### src/mhl_pkg.sv
// Package with the host latch bank address map, fields and constants
package mhl_pkg;
   // ----------------------------------------------------------------
   // Address map
   // ----------------------------------------------------------------
   localparam logic [15:0] UART_DATA_PORT = 16'hd1c0;
   localparam logic [15:0] UART_RESET_AND_STATUS = 16'hd1c1;
   localparam logic [15:0] UART_COMMAND = 16'hd1c2;
   localparam logic [15:0] UART_CONTROL = 16'hd1c3;
   localparam logic [15:0] RAM_PAGE_LOW_AND_BUS_RESET = 16'hd1e0;
   localparam logic [15:0] PORT_DATA = 16'hd1e1;
   localparam logic [15:0] GENERAL_OUT_IN = 16'hd1e2;
   localparam logic [15:0] ROM_SELECT_AND_IRQ_SENSE = 16'hd1e3;
   localparam logic [15:0] RAM_WINDOW_BASE = 16'hd600;
   localparam logic [15:0] ROM_WINDOW_BASE = 16'hd800;
   // Regions: upper address bits that select a block, low bits that select a register
   localparam int REGION_LSB = 5;
   localparam int REG_SEL_W = 2;
   localparam int WIN_LSB = 8;
   localparam int ROM_LSB = 11;
   // ----------------------------------------------------------------
   // General purpose output fields
   // ----------------------------------------------------------------
   localparam int GPO_HI_ADDR_LSB = 0;
   localparam int GPO_HI_ADDR_W = 4;
   localparam int GPO_SEL_BIT = 4;
   localparam int GPO_RAM_EN_BIT = 5;
   localparam int GPO_STROBE_BIT = 6;
   localparam int GPO_PIRQ_EN_BIT = 7;
   localparam logic [7:0] GPO_RESET = 8'h00;
   // General purpose input fields
   localparam int GPI_CD_BIT = 0;
   localparam int GPI_MSG_BIT = 1;
   localparam int GPI_IO_BIT = 2;
   localparam int GPI_FAULT_BIT = 4;
   localparam int GPI_BSY_BIT = 5;
   localparam int GPI_PBUSY_BIT = 6;
   localparam int GPI_REQ_BIT = 7;
   // ROM select and sense fields
   localparam int ROM_SEL_LSB = 2;
   localparam int ROM_SEL_W = 4;
   localparam logic [7:0] ROM_SEL_RESET = 8'h00;
   localparam int SNS_DCD_BIT = 0;
   localparam int SNS_DSR_BIT = 1;
   localparam int SNS_CTS_BIT = 2;
   localparam int SNS_PIRQ_BIT = 3;
   localparam int SNS_IRQ_BIT = 4;
   localparam logic [7:0] PAGE_RESET = 8'h00;
   localparam logic [7:0] DATA_RESET = 8'h00;
   // UART register count behind the four decoded locations
   localparam int UART_REGS = 4;
   // Local clock: refresh keeps running while host clock is absent
   localparam int HOST_CLK_TIMEOUT_NS = 2000;
   localparam int CLK_PERIOD_NS = 50;
   localparam int HOST_CLK_TIMEOUT_CYC = HOST_CLK_TIMEOUT_NS / CLK_PERIOD_NS;
   localparam int REFRESH_PERIOD_NS = 15600;
   localparam int REFRESH_CYC = REFRESH_PERIOD_NS / CLK_PERIOD_NS;
   localparam int REFRESH_CNT_W = 10;
   localparam int ROW_W = 9;
endpackage

### src/mhl_uart_regs.sv
// Four-location register file standing in for the serial controller
`timescale 1ns/1ps
`default_nettype none
module mhl_uart_regs
(
   input wire logic clk_sys,
   input wire logic rst,
   input wire logic wr,
   input wire logic rd,
   input wire logic [1:0] sel,
   input wire logic [7:0] wdata,
   input wire logic [7:0] rx_data,
   input wire logic [7:0] status_in,
   input wire logic irq_set,
   output logic [7:0] rdata,
   output logic tx_load,
   output logic prog_reset,
   output logic irq
);
   import mhl_pkg::*;
   logic [7:0] mem_reg [UART_REGS];
   logic irq_reg;

   // ----------------------------------------------------------------
   // Storage and read register
   // ----------------------------------------------------------------
   always_ff @(posedge clk_sys or posedge rst)
   begin
      if (rst)
      begin
         for (int i = 0; i < UART_REGS; i++)
            mem_reg[i] <= 8'h00;
      end
      else if (wr && sel != 2'h1)
      begin
         mem_reg[sel] <= wdata;
      end
   end

   always_ff @(posedge clk_sys or posedge rst)
   begin
      if (rst)
         rdata <= 8'h00;
      else if (rd)
      begin
         case (sel)
            2'h0: rdata <= rx_data;
            2'h1: rdata <= {irq_reg, status_in[6:0]};
            default: rdata <= mem_reg[sel];
         endcase
      end
   end

   // Status read clears the interrupt; a new event wins over the clear
   always_ff @(posedge clk_sys or posedge rst)
   begin
      if (rst)
         irq_reg <= 1'b0;
      else if (irq_set)
         irq_reg <= 1'b1;
      else if ((rd && sel == 2'h1) || (wr && sel == 2'h1))
         irq_reg <= 1'b0;
   end

   assign tx_load = wr && sel == 2'h0;
   assign prog_reset = wr && sel == 2'h1;
   assign irq = irq_reg;
endmodule
`default_nettype wire

### src/mhl_latch_bank.sv
// Host latch bank: printer/SCSI latches, RAM window, ROM select, sense
//
// Overview of operation
// - Reading page latch, or reset, asserts bus reset
// - Reading general inputs releases bus reset
// - Drive data pins only while I/O high
// - Printer busy active high at input bit 6
// - Printer fault active low at input bit 4
// - Page latch write loads window address 15-8
// - Data write: printer plain, SCSI inverted
// - Data read returns SCSI lines inverted
// - Output latch: high address, select, RAM, strobe, irq
// - Input read returns SCSI and printer status lines
// - ROM select one-hot bits 5-2, zero disables
// - Sense read: modem lines, printer and card irq
// - Four UART locations; status read clears interrupt
// - RAM address from high, page, host low bits
// - RAM access and LED gated by bit 5
// - Refresh continues on local clock without host
// - Printer irq when enabled and printer not busy
// - Sense bit 4 on irq, bit 3 printer
// - Selected 2K ROM bank mapped at D800-DFFF
// - Each block decodes four registers, seven shadows
// - Data access sets ACK, REQ high clears it
// - SCSI status inputs reported at raw pin levels
// - UART modem inputs grounded, sensed via latch
`timescale 1ns/1ps
`default_nettype none
module mhl_latch_bank
(
   input wire logic clk_sys,
   input wire logic rst,
   input wire logic host_clk_present,
   input wire logic [15:0] host_addr,
   input wire logic host_rd,
   input wire logic host_wr,
   input wire logic [7:0] host_wdata,
   output logic [7:0] host_rdata,
   output logic host_rdata_valid,
   input wire logic [7:0] scsi_data_in,
   output logic [7:0] scsi_data_out,
   output logic scsi_data_oe,
   output logic [7:0] prn_data,
   output logic prn_data_oe,
   input wire logic scsi_cd_n,
   input wire logic scsi_msg_n,
   input wire logic scsi_io_n,
   input wire logic scsi_bsy_n,
   input wire logic scsi_req_n,
   output logic scsi_ack_n,
   output logic scsi_rst_n,
   output logic scsi_sel_n,
   output logic prn_strobe_n,
   input wire logic prn_busy,
   input wire logic prn_fault_n,
   input wire logic ser_dcd,
   input wire logic ser_dsr,
   input wire logic ser_cts,
   output logic uart_dcd,
   output logic uart_dsr,
   output logic uart_cts,
   input wire logic [7:0] uart_rx_data,
   input wire logic [7:0] uart_status,
   input wire logic uart_event,
   output logic uart_tx_load,
   output logic uart_prog_reset,
   output logic [19:0] ram_addr,
   output logic ram_sel,
   output logic ram_wr,
   output logic [7:0] ram_wdata,
   input wire logic [7:0] ram_rdata,
   output logic ram_refresh,
   output logic [8:0] ram_refresh_row,
   output logic led_on,
   output logic [3:0] rom_bank_sel,
   output logic [10:0] rom_addr,
   input wire logic [7:0] rom_rdata,
   output logic irq_n
);
   import mhl_pkg::*;

   typedef enum logic [1:0] {MHL_NONE, MHL_UART, MHL_LATCH, MHL_WIN} mhl_e;

   logic [7:0] page_reg;
   logic [7:0] data_reg;
   logic [7:0] gpo_reg;
   logic [7:0] rom_sel_reg;
   logic bus_rst_reg;
   logic ack_reg;
   logic [7:0] rdata_reg;
   logic rvalid_reg;
   logic [REFRESH_CNT_W-1:0] ref_cnt_reg;
   logic [ROW_W-1:0] row_reg;
   logic [7:0] uart_rdata;
   logic uart_irq;
   logic uart_rd;
   logic uart_wr;
   logic acc;
   logic [1:0] rsel;
   logic pirq;
   logic card_irq;
   logic rom_hit;
   mhl_e region;

   // ----------------------------------------------------------------
   // Address decode
   // ----------------------------------------------------------------
   // Compare an address against a block base, ignoring low bits
   function automatic logic in_block(input logic [15:0] a,
                                     input logic [15:0] base,
                                     input int lsb);
      in_block = (a >> lsb) == (base >> lsb);
   endfunction

   always_comb
   begin
      if (in_block(host_addr, UART_DATA_PORT, REGION_LSB))
         region = MHL_UART;
      else if (in_block(host_addr, RAM_PAGE_LOW_AND_BUS_RESET, REGION_LSB))
         region = MHL_LATCH;
      else if (in_block(host_addr, RAM_WINDOW_BASE, WIN_LSB))
         region = MHL_WIN;
      else
         region = MHL_NONE;
   end

   assign rsel = host_addr[REG_SEL_W-1:0];
   assign acc = host_rd || host_wr;
   assign uart_rd = host_rd && region == MHL_UART;
   assign uart_wr = host_wr && region == MHL_UART;
   assign rom_hit = in_block(host_addr, ROM_WINDOW_BASE, ROM_LSB)
                    && rom_sel_reg[ROM_SEL_LSB +: ROM_SEL_W] != 4'h0;

   // ----------------------------------------------------------------
   // Write latches
   // ----------------------------------------------------------------
   always_ff @(posedge clk_sys or posedge rst)
   begin
      if (rst)
         page_reg <= PAGE_RESET;
      else if (host_wr && region == MHL_LATCH && rsel == 2'h0)
         page_reg <= host_wdata;
   end

   always_ff @(posedge clk_sys or posedge rst)
   begin
      if (rst)
         data_reg <= DATA_RESET;
      else if (host_wr && region == MHL_LATCH && rsel == 2'h1)
         data_reg <= host_wdata;
   end

   always_ff @(posedge clk_sys or posedge rst)
   begin
      if (rst)
         gpo_reg <= GPO_RESET;
      else if (host_wr && region == MHL_LATCH && rsel == 2'h2)
         gpo_reg <= host_wdata;
   end

   // Software keeps this one-hot; hardware does not police it
   always_ff @(posedge clk_sys or posedge rst)
   begin
      if (rst)
         rom_sel_reg <= ROM_SEL_RESET;
      else if (host_wr && region == MHL_LATCH && rsel == 2'h3)
         rom_sel_reg <= host_wdata;
   end

   // ----------------------------------------------------------------
   // Bus reset and ACK handshake
   // ----------------------------------------------------------------
   always_ff @(posedge clk_sys or posedge rst)
   begin
      if (rst)
         bus_rst_reg <= 1'b1;
      else if (host_rd && region == MHL_LATCH && rsel == 2'h0)
         bus_rst_reg <= 1'b1;
      else if (host_rd && region == MHL_LATCH && rsel == 2'h2)
         bus_rst_reg <= 1'b0;
   end

   // Set wins over the clear by the peripheral
   always_ff @(posedge clk_sys or posedge rst)
   begin
      if (rst)
         ack_reg <= 1'b0;
      else if (acc && region == MHL_LATCH && rsel == 2'h1)
         ack_reg <= 1'b1;
      else if (scsi_req_n)
         ack_reg <= 1'b0;
   end

   assign scsi_rst_n = ~(bus_rst_reg || rst);
   assign scsi_ack_n = ~ack_reg;

   // ----------------------------------------------------------------
   // Port outputs
   // ----------------------------------------------------------------
   assign prn_data = data_reg;
   assign scsi_data_out = ~data_reg;
   assign prn_data_oe = scsi_io_n;
   assign scsi_data_oe = scsi_io_n;
   assign scsi_sel_n = ~gpo_reg[GPO_SEL_BIT];
   assign prn_strobe_n = ~gpo_reg[GPO_STROBE_BIT];
   assign uart_dcd = 1'b0;
   assign uart_dsr = 1'b0;
   assign uart_cts = 1'b0;

   // ----------------------------------------------------------------
   // Interrupts
   // ----------------------------------------------------------------
   assign pirq = gpo_reg[GPO_PIRQ_EN_BIT] && !prn_busy;
   assign card_irq = pirq || uart_irq;
   assign irq_n = ~card_irq;

   // ----------------------------------------------------------------
   // RAM window and ROM
   // ----------------------------------------------------------------
   assign ram_addr = {gpo_reg[GPO_HI_ADDR_LSB +: GPO_HI_ADDR_W], page_reg,
                      host_addr[7:0]};
   assign ram_sel = acc && region == MHL_WIN
                    && gpo_reg[GPO_RAM_EN_BIT];
   assign ram_wr = host_wr && ram_sel;
   assign ram_wdata = host_wdata;
   assign led_on = gpo_reg[GPO_RAM_EN_BIT];
   assign rom_bank_sel = rom_sel_reg[ROM_SEL_LSB +: ROM_SEL_W];
   assign rom_addr = host_addr[ROM_LSB-1:0];

   // Refresh timer runs on the card clock regardless of host clock
   always_ff @(posedge clk_sys or posedge rst)
   begin
      if (rst)
         ref_cnt_reg <= '0;
      else if (ref_cnt_reg == REFRESH_CNT_W'(REFRESH_CYC - 1))
         ref_cnt_reg <= '0;
      else
         ref_cnt_reg <= ref_cnt_reg + 1'b1;
   end

   always_ff @(posedge clk_sys or posedge rst)
   begin
      if (rst)
         row_reg <= '0;
      else if (ram_refresh)
         row_reg <= row_reg + 1'b1;
   end

   assign ram_refresh = ref_cnt_reg == REFRESH_CNT_W'(REFRESH_CYC - 1)
                        && !(ram_sel && host_clk_present);
   assign ram_refresh_row = row_reg;

   // ----------------------------------------------------------------
   // Read data
   // ----------------------------------------------------------------
   always_ff @(posedge clk_sys or posedge rst)
   begin
      if (rst)
         rdata_reg <= 8'h00;
      else if (host_rd && region == MHL_LATCH)
      begin
         if (rsel == 2'h0)
            rdata_reg <= page_reg;
         else if (rsel == 2'h1)
            rdata_reg <= ~scsi_data_in;
         else if (rsel == 2'h2)
            rdata_reg <= {scsi_req_n, prn_busy, scsi_bsy_n, prn_fault_n,
                          1'b0, scsi_io_n, scsi_msg_n, scsi_cd_n};
         else
            rdata_reg <= {3'h0, card_irq, pirq, ser_cts, ser_dsr, ser_dcd};
      end
      else if (host_rd && region == MHL_WIN && gpo_reg[GPO_RAM_EN_BIT])
         rdata_reg <= ram_rdata;
      else if (host_rd && rom_hit)
         rdata_reg <= rom_rdata;
      else if (host_rd)
         rdata_reg <= 8'hff;
   end

   always_ff @(posedge clk_sys or posedge rst)
   begin
      if (rst)
         rvalid_reg <= 1'b0;
      else
         rvalid_reg <= host_rd;
   end

   // UART reads come from the sub-block's own register
   logic uart_last_reg;
   always_ff @(posedge clk_sys or posedge rst)
   begin
      if (rst)
         uart_last_reg <= 1'b0;
      else if (host_rd)
         uart_last_reg <= region == MHL_UART;
   end

   assign host_rdata = uart_last_reg ? uart_rdata : rdata_reg;
   assign host_rdata_valid = rvalid_reg;

   mhl_uart_regs u_uart
   (
      .clk_sys(clk_sys),
      .rst(rst),
      .wr(uart_wr),
      .rd(uart_rd),
      .sel(rsel),
      .wdata(host_wdata),
      .rx_data(uart_rx_data),
      .status_in(uart_status),
      .irq_set(uart_event),
      .rdata(uart_rdata),
      .tx_load(uart_tx_load),
      .prog_reset(uart_prog_reset),
      .irq(uart_irq)
   );
endmodule
`default_nettype wire

### config.mk
export PLATFORM = sky130hd
export DESIGN_NAME = mhl_latch_bank
export DESIGN_NICKNAME = d
export VERILOG_FILES = /design/src/mhl_pkg.sv /design/src/mhl_uart_regs.sv /design/src/mhl_latch_bank.sv
export SDC_FILE = /design/constraint.sdc
export NUM_CORES = 1
export LEC_CHECK = 0
export ABC_AREA = 1
export BUFFER_PORTS_ARGS = -buffer_cell sky130_fd_sc_hd__buf_2
export CORE_MARGIN = 4
export CORE_UTILIZATION = 35
export CTS_BUF_LIST = sky130_fd_sc_hd__clkbuf_16
export DETAILED_ROUTE_END_ITERATION = 6
export REMOVE_ABC_BUFFERS = 1
export SLEW_MARGIN = 40
export SYNTH_ARGS = -nofsm -noshare
export SYNTH_HDL_FRONTEND = slang
export SYNTH_SLANG_ARGS = --single-unit
### constraint.sdc
create_clock -name clk_sys -period 3.6 [get_ports clk_sys]
set_input_delay 0.72 -clock clk_sys [delete_from_list [all_inputs] [get_ports clk_sys]]
set_output_delay 0.72 -clock clk_sys [all_outputs]
set_load 0.01 [all_outputs]
* After elaboration in Yosys (flattened, before gate mapping)
Index checks and enable logic that the tools add are counted.
** Cells by class
- Add/subtract/negate cells :: 2
- Multipliers :: 0
- Div/mod/pow operators :: 0
- Order comparisons :: 2
- Equality and inequality tests :: 12
- Shift-type cells :: 0
- Muxes and demuxes :: 25
- Bitwise operators :: 8
- Reduce and logical (&&, ||, !) cells :: 39
** Operators with widths (number)
- two-way mux 8 bit :: 11
- bitwise mux 32 bit :: 1
- logical AND 1 bit :: 27
- equality test 11 bit (second input constant) :: 2
- binary-select mux 8 bit (select 2 bit) :: 1
- demux 8 bit (select 2 bit) :: 1
- NOT 8 bit :: 2
- one-hot mux 8 bit (2 select lines) :: 1
- adder 10 x 1 -> 10 bit (second input constant) :: 1
- equality test 10 x 9 -> 1 bit (second input constant) :: 1
- two-way mux 10 bit :: 1
- adder 9 x 1 -> 9 bit (second input constant) :: 1
- equality test 2 bit (second input constant) :: 4
- equality test 8 bit (second input constant) :: 1
- nonzero test 4 bit :: 2
- two-way mux 1 bit :: 6
- two-way mux 2 bit :: 3
- nonzero test 2 bit :: 3
- equality test 5 bit (second input constant) :: 1
- NOT 1 bit :: 5
- equality test 2 x 1 -> 1 bit (second input constant) :: 2
- logical OR 1 bit :: 4
- >= comparator 3 bit (second input constant) :: 1
- less-than comparator 3 x 1 -> 1 bit (second input constant) :: 1
- other kinds (4) :: 5
** Word-level totals
- Register bits :: 102
- Bits in latches :: 0
- RAM bits :: 0
- Bits in read-only memories :: 0
- Input port bits :: 80
- Output and inout port bits :: 93
- Logic and storage cells :: 105
- Memories kept :: 0

* Logic depth before layout (Yosys ltp)
Gate-level depths: netlist of run 1.
- Depth in word-level cells :: 10
- Mapped depth :: 11
- Gate-level depth less buffers :: 11

* By module
Synthesis of run 1 repeated with hierarchy kept, for this count alone.
** Second synthesis, totals
- Cell total of the unflattened synthesis :: 638
- Area, all modules :: 5096.1 sq um
** Modules (own cells, without submodules)
- mhl_latch_bank :: times used 1, cells each 461, area an instance 3711.1 sq um, sequential area each 1477.7 sq um
- mhl_uart_regs :: times used 1, cells each 177, area an instance 1385.1 sq um, sequential area each 625.6 sq um

* Worst setup path before layout of run 1
OpenSTA, ideal clock, no wires.
- Kind :: input-to-output
- From :: input port host_addr[10]
- To :: output port uart_tx_load
- Data arrival time :: 1.535 ns
- Required time :: 2.880 ns
- Path slack :: 1.345 ns
- Cell stages on the path :: 8
- Buffers on the path :: 1
- Cells stage by stage :: inv_1 > nand2_1 > nor3_4 > nand2_2 > nor2_8 > nand2_4 > buf_6 > inv_1
** Between the ends
- Word-level cells in the longest chain between the ends :: 7
- Elaborated cells on any way between the ends :: 9
- Classes of those cells :: 4 x eq/ne; 3 x mux; 2 x reduce/logical
** Ends and longest elaborated chain
- start, declared :: RTL line mhl_latch_bank.sv:34 : input wire logic [15:0] host_addr,
- equality test 8 bit :: RTL line mhl_latch_bank.sv:112 : in_block = (a >> lsb) == (base >> lsb);
- two-way mux 2 bit :: RTL line mhl_latch_bank.sv:121 : else if (in_block(host_addr, RAM_WINDOW_BASE, WIN_LSB))
- two-way mux 2 bit :: RTL line mhl_latch_bank.sv:119 : else if (in_block(host_addr, RAM_PAGE_LOW_AND_BUS_RESET, REGION_LSB))
- two-way mux 2 bit (*) :: RTL line mhl_latch_bank.sv:117 : if (in_block(host_addr, UART_DATA_PORT, REGION_LSB))
- equality test 2 x 1 -> 1 bit (*) :: RTL line mhl_latch_bank.sv:130 : assign uart_wr = host_wr && region == MHL_UART;
- logical AND 1 bit (*) :: RTL line mhl_latch_bank.sv:130
- logical AND 1 bit (*) :: RTL line mhl_uart_regs.sv:65 : assign tx_load = wr && sel == 2'h0;
- end, declared :: RTL line mhl_latch_bank.sv:65 : output logic uart_tx_load,
Every way passes the cells marked *; elsewhere a longest branch is shown, timed or not.

* Worst setup path in the final report of run 1
- From :: input port host_addr[1]
- To :: output port uart_prog_reset
** Between the ends
- Word-level cells in the longest chain between the ends :: 2
** Ends and longest elaborated chain
- equality test 2 x 1 -> 1 bit :: RTL line mhl_uart_regs.sv:66 : assign prog_reset = wr && sel == 2'h1;
- logical AND 1 bit :: RTL line mhl_uart_regs.sv:66
- end, declared :: RTL line mhl_latch_bank.sv:66 : output logic uart_prog_reset,
Every way passes these cells.

==> results of run 1 <==
layout make-up:
type	instances	area, um2
clock buffers	9	225
clock inverters	7	47.5
fillers	1406	7550
inverters	81	307
multi-input cells	407	1970
flip-flops and latches	84	2100
well taps	176	220
repair buffers	160	816
cell usage after synthesis (2+ instances only):
library cell,count,area share [%]
nor2_2,2,0.26
nand4_1,10,1.3
buf_4,36,5.7
nor2_1,48,3.8
o221ai_1,2,0.37
a21oi_1,4,0.42
or2_2,7,0.92
nand2_4,6,1.4
nor3_4,2,0.68
nor2_8,2,0.84
nand3_1,24,2.5
inv_1,74,5.8
o21ai_2,9,1.7
ha_1,2,0.53
xor2_1,7,1.3
nor3_1,4,0.42
clkbuf_1,2,0.16
o211ai_1,7,1.1
nor3b_1,2,0.32
o21ai_0,13,1.4
nand2_1,207,16
buf_6,7,1.7
o21ai_1,31,3.3
nand2_2,4,0.53
buf_2,3,0.32
a22oi_1,5,0.79
dfrtp_1,83,44
inv_2,6,0.47
how the worst max path moves through the flow:
| stage | end | from | slack (ns) |
|---|---|---|---|
| final | uart_prog_reset | host_addr[1] | 0.87 |
| after global routing | uart_prog_reset | host_addr[1] | 0.71 |
| after CTS | uart_prog_reset | host_addr[1] | 0.87 |
| after detailed placement | uart_prog_reset | host_addr[1] | 0.88 |
| after global placement | uart_prog_reset | host_addr[1] | 0.88 |
| after floorplan | ack_reg | rst | 0.72 |
power by group through the flow:
stage | logic [mW] | registers (mW) | clock network [mW]
after global placement | 0.194 | 0.973 | 0
after detailed placement | 0.195 | 0.973 | 0
final | 0.192 | 0.955 | 0.861
after CTS | 0.196 | 0.955 | 0.874
after global routing | 0.216 | 0.955 | 0.917
after floorplan | 0.0824 | 0.972 | 0
critical path, cell delays in order:
cell     delay, ns
buf_2         0.14
inv_1         0.06
nand2_1       0.38
inv_1         0.35
nand2_1       0.18
inv_1         0.05
buf_2         0.13
cell usage in the layout, fill, tap and decap left out, types with 5 or more instances in the layout:
master / n
a22oi_1: 5
buf_2: 159
clkbuf_16: 9
dfrtp_1: 83
inv_1: 73
inv_2: 6
nand2_1: 207
nand2_4: 6
nand3_1: 24
nand4_1: 10
nor2_1: 48
o211ai_1: 7
o21ai_0: 13
o21ai_1: 31
o21ai_2: 9
or2_2: 7
xor2_1: 7
kinds of logic (layout without fill, tap and decap cells):
family                   Yosys count  count (layout)  share of synthesized area, %
buffers and inverters            130             257                          14.3
other                              1               3                        0.0790
AND/OR/NAND/NOR                  320             320                          29.8
AO/OA/AOI/OAI                     74              74                          9.54
adder cells (fa/ha/maj)            2               2                         0.527
XOR/XNOR                           8               8                          1.48
flip-flops                        84              84                          44.3
routing by layer:
| metal | vias to the layer above | global-route usage, % | part of all wire [%] |
|---|---|---|---|
| met3 | 16 | 4.03 | 6.2 |
| li1 | 2145 | - | - |
| met4 | 0 | 5.22 | 1.9 |
| met1 | 1885 | 23.4 | 47 |
| met5 | - | 0 | 0 |
| met2 | 137 | 25.8 | 45 |
==> summary.txt, run 1 <==
ROUTE
------------------------------------------------------------------------------------
Number of remaining DRC errors                                                     0
Wire length per cell after detailed routing                                  14.3 um
Routed vias/inst                                                                4.53
Drt first pass iters                                                               5
Count of antenna-violating nets left after detailed routing                        0
Final routed wirelength across all metal layers                             13200 um
DRT iter0 DRCs                                                                   194
DR vias                                                                         4183

CLOCK NETWORK
------------------------------------------------------------------------------------
H-Tree Depth                                                                       3
Number of buffers between clock root and the deepest sink                          2
Later-pin clock latency in the skew report                                   0.34 ns
Resized cells post-CTS                                                             0
Clock root buffer master                                                   clkbuf_16
Sink count of the clock tree                                                      84
Clock buffer count from CTS                                                        9
Number of hold buffers added after CTS                                             0
Clock transition at path regs                                                0.06 ns
Total setup buffers inserted after CTS                                             0
CTS tree                                                                         yes

TIMING
------------------------------------------------------------------------------------
Tmin final                                                                   2.73 ns
Worst slew pin tran                                                         0.658 ns
Final Cycle Share                                                              75.8%
Unrepaired setup endpoints after global routing                                   no
Final WS setup                                                              0.872 ns
Number of hold violations in the final report                                      0
Number of setup violations in the final report                                     0
TNS Setup                                                                       0 ns
Worst slew margin                                                              56.1%
Post-Route Skew                                                           0.00852 ns
Fmax achieved                                                              0.367 GHz
Pins Over Slew Limit                                                               0
Worst hold slack                                                            0.458 ns

POWER AND IR DROP
------------------------------------------------------------------------------------
Share of total power in sequential cells                                       47.6%
Proportion of total power due to net switching                                 25.9%
Clock network fraction of design power                                         42.9%
Comb power frac                                                                 9.6%
Total Power                                                                  2.01 mW
Peak ir drop on the vdd network                                             0.198 mV
Cell-internal power                                                          1.49 mW
Power per standard cell area                                              353 mW/mm2
Net switching component of the power                                        0.519 mW
Leakage                                                                      3.19 nW

LAYOUT
------------------------------------------------------------------------------------
Finished Cell Area                                                       0.00569 mm2
Fraction of layout cells with a size suffix above 1                            28.9%
Final layout net count                                                           825
Area overhead of the layout relative to synthesis                              19.9%
ANT cells                                                                          0
Non-filler cells, final                                                          924
Final core utilization                                                         43.0%
Flip-flop count of the largest register after layout                              16

PLACED DESIGN
------------------------------------------------------------------------------------
Number of buffers inserted by port buffering                                     159
GPL Wtd Cong                                                                   0.846
Pre-CTS setup slack                                                         0.877 ns
Placed inst area                                                         0.00542 mm2
DP Wirelength                                                               10300 um
Post-Place Cells                                                                 908

SETUP PATH
------------------------------------------------------------------------------------
Register-to-Register Setup Slack                                             1.95 ns
Worst r2r src                                                           ref_cnt_reg[0]
Critical path arrival                                                        2.01 ns
Req. time, crit path                                                         2.88 ns
Critical Path Start Type                                                  input port
Startpoint-to-endpoint class of the critical path                       input port to primary output
Endpoint of the most critical register-to-register path                 ram_refresh_row[4]
Worst-case reg-to-reg path depth                                                   6
Largest fanout on the critical path                                               14
Worst setup EP type                                                     primary output

STATUS
------------------------------------------------------------------------------------
Result of the run                                                       complete, no violations

GLOBAL ROUTE
------------------------------------------------------------------------------------
Gr ovfl total                                                                      0
Initial antenna violation count                                                    0
Pin count of the biggest net entering global routing                              46
Wire length of the first global-routing pass                                20800 um
Vias in the first global route                                                  3861
All-Layer GR Usage                                                             16.8%

YOSYS
------------------------------------------------------------------------------------
Proportion of synthesized flip-flops having asynchronous set or reset           100%
Cell area after synthesis                                                0.00475 mm2
Register area share after synthesis                                            44.3%
Gate Count Post-Synth                                                            619
Library cells used by synthesis                                                   38
Synthesis-stage register bit count                                                84
Number of synthesis warnings                                                       0
Avg Cell Area, Syn                                                          7.67 um2
Post-synth EDFFs                                                                   0
Top FF cell, synth                                                           dfrtp_1

FLOORPLANNING
------------------------------------------------------------------------------------
Die extent in y                                                               124 um
Effective utilization at floorplan                                             35.9%
Die outline area                                                          0.0155 mm2
Cell row count                                                                    42
Die width                                                                     124 um
Floorplan Core Area                                                       0.0132 mm2
Top-Level Pins                                                                   173

RUN
------------------------------------------------------------------------------------
Total of max-cap violations                                                        0

WORST HOLD PATH
------------------------------------------------------------------------------------
Type of the most critical hold path                                     input port to async pin

(Power assumes the default switching activity.)
==> inputs of run 2 (changes only) <==
==> constraint.sdc (replaced) <==
create_clock -name clk_sys -period 2.2 [get_ports clk_sys]
set_input_delay 0.44 -clock clk_sys [delete_from_list [all_inputs] [get_ports clk_sys]]
set_output_delay 0.44 -clock clk_sys [all_outputs]
set_load 0.01 [all_outputs]
==> summary.txt, run 2 (synthesis results as in run 1) <==
STATUS
--------------------------------------------------------------------------
Result of the run                                             complete, no violations

SETUP PATH
--------------------------------------------------------------------------
Critical Path Start Type                                          register
Worst path buffer plus inverter count                                    2   -3
Cell family with most CP delay                                simple AND/OR/NAND/NOR gates
Worst-case reg-to-reg path depth                                         7   +1
Cell Chain, Critical Path                                     ha_1 > nand2_1 > nor3_4 > nand2_1 > inv_2 > buf_2
Critical path arrival                                              1.63 ns   -0.38 ns
Most common cell type on the critical path                         nand2_1
Req. time, crit path                                               1.76 ns   -1.12 ns
Largest fanout on the critical path                                      6   -8
Startpoint-to-endpoint class of the critical path             register to primary output
Delay of the slowest cell on the worst path                        0.36 ns   -0.02 ns
Critical-path cell with the highest stage delay                    dfrtp_1
Worst setup EP type                                           primary output
Total stage count of the critical path                                   6   -1

LAYOUT
--------------------------------------------------------------------------
Non-filler cells, final                                                936   +1.3%
Fraction of layout cells with a size suffix above 1                  30.0%   +1.1 points
Flip-flop count of the largest register after layout                    16   unchanged
ANT cells                                                                0   unchanged
Leading cell type in the layout, fill and taps excluded            nand2_1
Finished Cell Area                                             0.00578 mm2   +1.6%
Final layout net count                                                 837   +1.5%
Area overhead of the layout relative to synthesis                    21.7%
Most frequent cells in the layout                             nand2_1 (207), buf_2 (159), dfrtp_1 (83)

TIMING
--------------------------------------------------------------------------
Worst slew pin tran                                               0.652 ns   -0.00512 ns
Pins Over Slew Limit                                                     0   unchanged
Worst slew margin                                                    56.5%   +0.34 points
Number of setup violations in the final report                           0   unchanged
Post-Route Skew                                                 0.00692 ns   -0.00160 ns
Fmax achieved                                                    0.483 GHz
Final Cycle Share                                                    94.0%
Worst hold slack                                                  0.116 ns   -0.342 ns
Number of hold violations in the final report                            0   unchanged
Tmin final                                                         2.07 ns
Unrepaired setup endpoints after global routing                         no
TNS Setup                                                             0 ns   unchanged

FLOORPLANNING
--------------------------------------------------------------------------
Cell row count                                                          42   unchanged
Floorplan Core Area                                             0.0132 mm2   unchanged
Die extent in y                                                     124 um   unchanged
Die outline area                                                0.0155 mm2   unchanged
Effective utilization at floorplan                                   35.9%   unchanged
Die width                                                           124 um   unchanged
Top-Level Pins                                                         173   unchanged

POWER AND IR DROP
--------------------------------------------------------------------------
Comb power frac                                                       9.8%   +0.2 points
Peak ir drop on the vdd network                                   0.280 mV   +42%
Power per standard cell area                                    572 mW/mm2   +62%
Proportion of total power due to net switching                       26.1%   +0.19 points
Clock network fraction of design power                               43.0%   about the same
Cell-internal power                                                2.44 mW   +64%
Net switching component of the power                              0.861 mW   +66%
Share of total power in sequential cells                             47.3%   -0.3 points
Leakage                                                            3.25 nW   +1.8%

CLOCK NETWORK
--------------------------------------------------------------------------
CTS tree                                                               yes
Number of hold buffers added after CTS                                   0   unchanged
Resized cells post-CTS                                                   0   unchanged
Number of buffers between clock root and the deepest sink                2   unchanged
Clock root buffer master                                         clkbuf_16
Later-pin clock latency in the skew report                         0.34 ns   about the same
Total setup buffers inserted after CTS                                   0   unchanged
H-Tree Depth                                                             3   unchanged
Clock buffer count from CTS                                              9   unchanged
Sink count of the clock tree                                            84   unchanged
Clock transition at path regs                                      0.06 ns   about the same

GLOBAL ROUTE
--------------------------------------------------------------------------
Wire length of the first global-routing pass                      21700 um   +4.5%
Initial antenna violation count                                          1   +1
Vias in the first global route                                        4102   +6.2%
Pin count of the biggest net entering global routing                    49   +6.5%
Gr ovfl total                                                            0   unchanged
All-Layer GR Usage                                                   17.5%   +0.69 points

ROUTE
--------------------------------------------------------------------------
Wire length per cell after detailed routing                        14.4 um   +0.59%
Number of remaining DRC errors                                           0   unchanged
Count of antenna-violating nets left after detailed routing              0   unchanged
DR vias                                                               4241   +1.4%
Routed vias/inst                                                      4.53   about the same
Final routed wirelength across all metal layers                   13500 um   +1.9%
DRT iter0 DRCs                                                         182   -6.2%
Drt first pass iters                                                     5   unchanged

PLACED DESIGN
--------------------------------------------------------------------------
Post-Place Cells                                                       920   +1.3%
DP Wirelength                                                     10500 um   +2.0%
GPL Wtd Cong                                                         0.870   +2.8%
Placed inst area                                               0.00551 mm2   +1.7%
Number of buffers inserted by port buffering                           159   unchanged

WORST HOLD PATH
--------------------------------------------------------------------------
Type of the most critical hold path                           input port to async pin

RUN
--------------------------------------------------------------------------
Total of max-cap violations                                              0   unchanged

run 2: per-layer routing:
metal  GRT usage, %  wire length (um)
met1           24.3              6340
met2           27.5              6150
met3           3.99               812
met4           4.58               153
met5              0                 8
run 2: cell type report:
| cell class | instances | area (um2) |
|---|---|---|
| multi-input combinational | 407 | 1970 |
| tap | 176 | 220 |
| inverter | 81 | 305 |
| clock buffer | 9 | 225 |
| clock inverter | 7 | 47.5 |
| sequential | 84 | 2100 |
| fill | 1407 | 7460 |
| timing repair buffer | 172 | 906 |
run 2: worst register-to-register path, delay by kind of cell (launching register included):
family	cells	cell delay, ns
flip-flops	1	0.36
AND/OR/NAND/NOR	5	0.66
adder cells (fa/ha/maj)	1	0.21
XOR/XNOR	1	0.15
run 2: path summary, 6_finish.rpt:
path / from / endpoint / slack [ns]
max: ref_cnt_reg[0] / ram_refresh / 0.13
min: rst / rdata_reg[7] / 0.12
max reg2reg: ref_cnt_reg[0] / ref_cnt_reg[8] / 0.70
min reg2reg: u_uart.rdata[2] / u_uart.rdata[2] / 0.48
max in group asynchronous: rst / page_reg[3] / 1.46
min in group clk_sys: uart_event / u_uart.irq / 0.29
run 2: through the flow:
stage	utilization (%)	setup WS, ns	power, mW
final	43.7	0.131	3.31
after global routing	43.7	0.0177	3.44
after CTS	43.7	0.125	3.33
after detailed placement	41.6	0.199	1.92
after global placement	41.6	0.215	1.92
after floorplan	-	-0.403	1.73
run 2: power by group through the flow:
| stage | combinational, mW | sequential, mW | clock, mW |
|---|---|---|---|
| after global routing | 0.364 | 1.56 | 1.51 |
| after CTS | 0.330 | 1.56 | 1.44 |
| after floorplan | 0.135 | 1.59 | 0 |
| final | 0.323 | 1.56 | 1.42 |
| after global placement | 0.327 | 1.59 | 0 |
| after detailed placement | 0.329 | 1.59 | 0 |
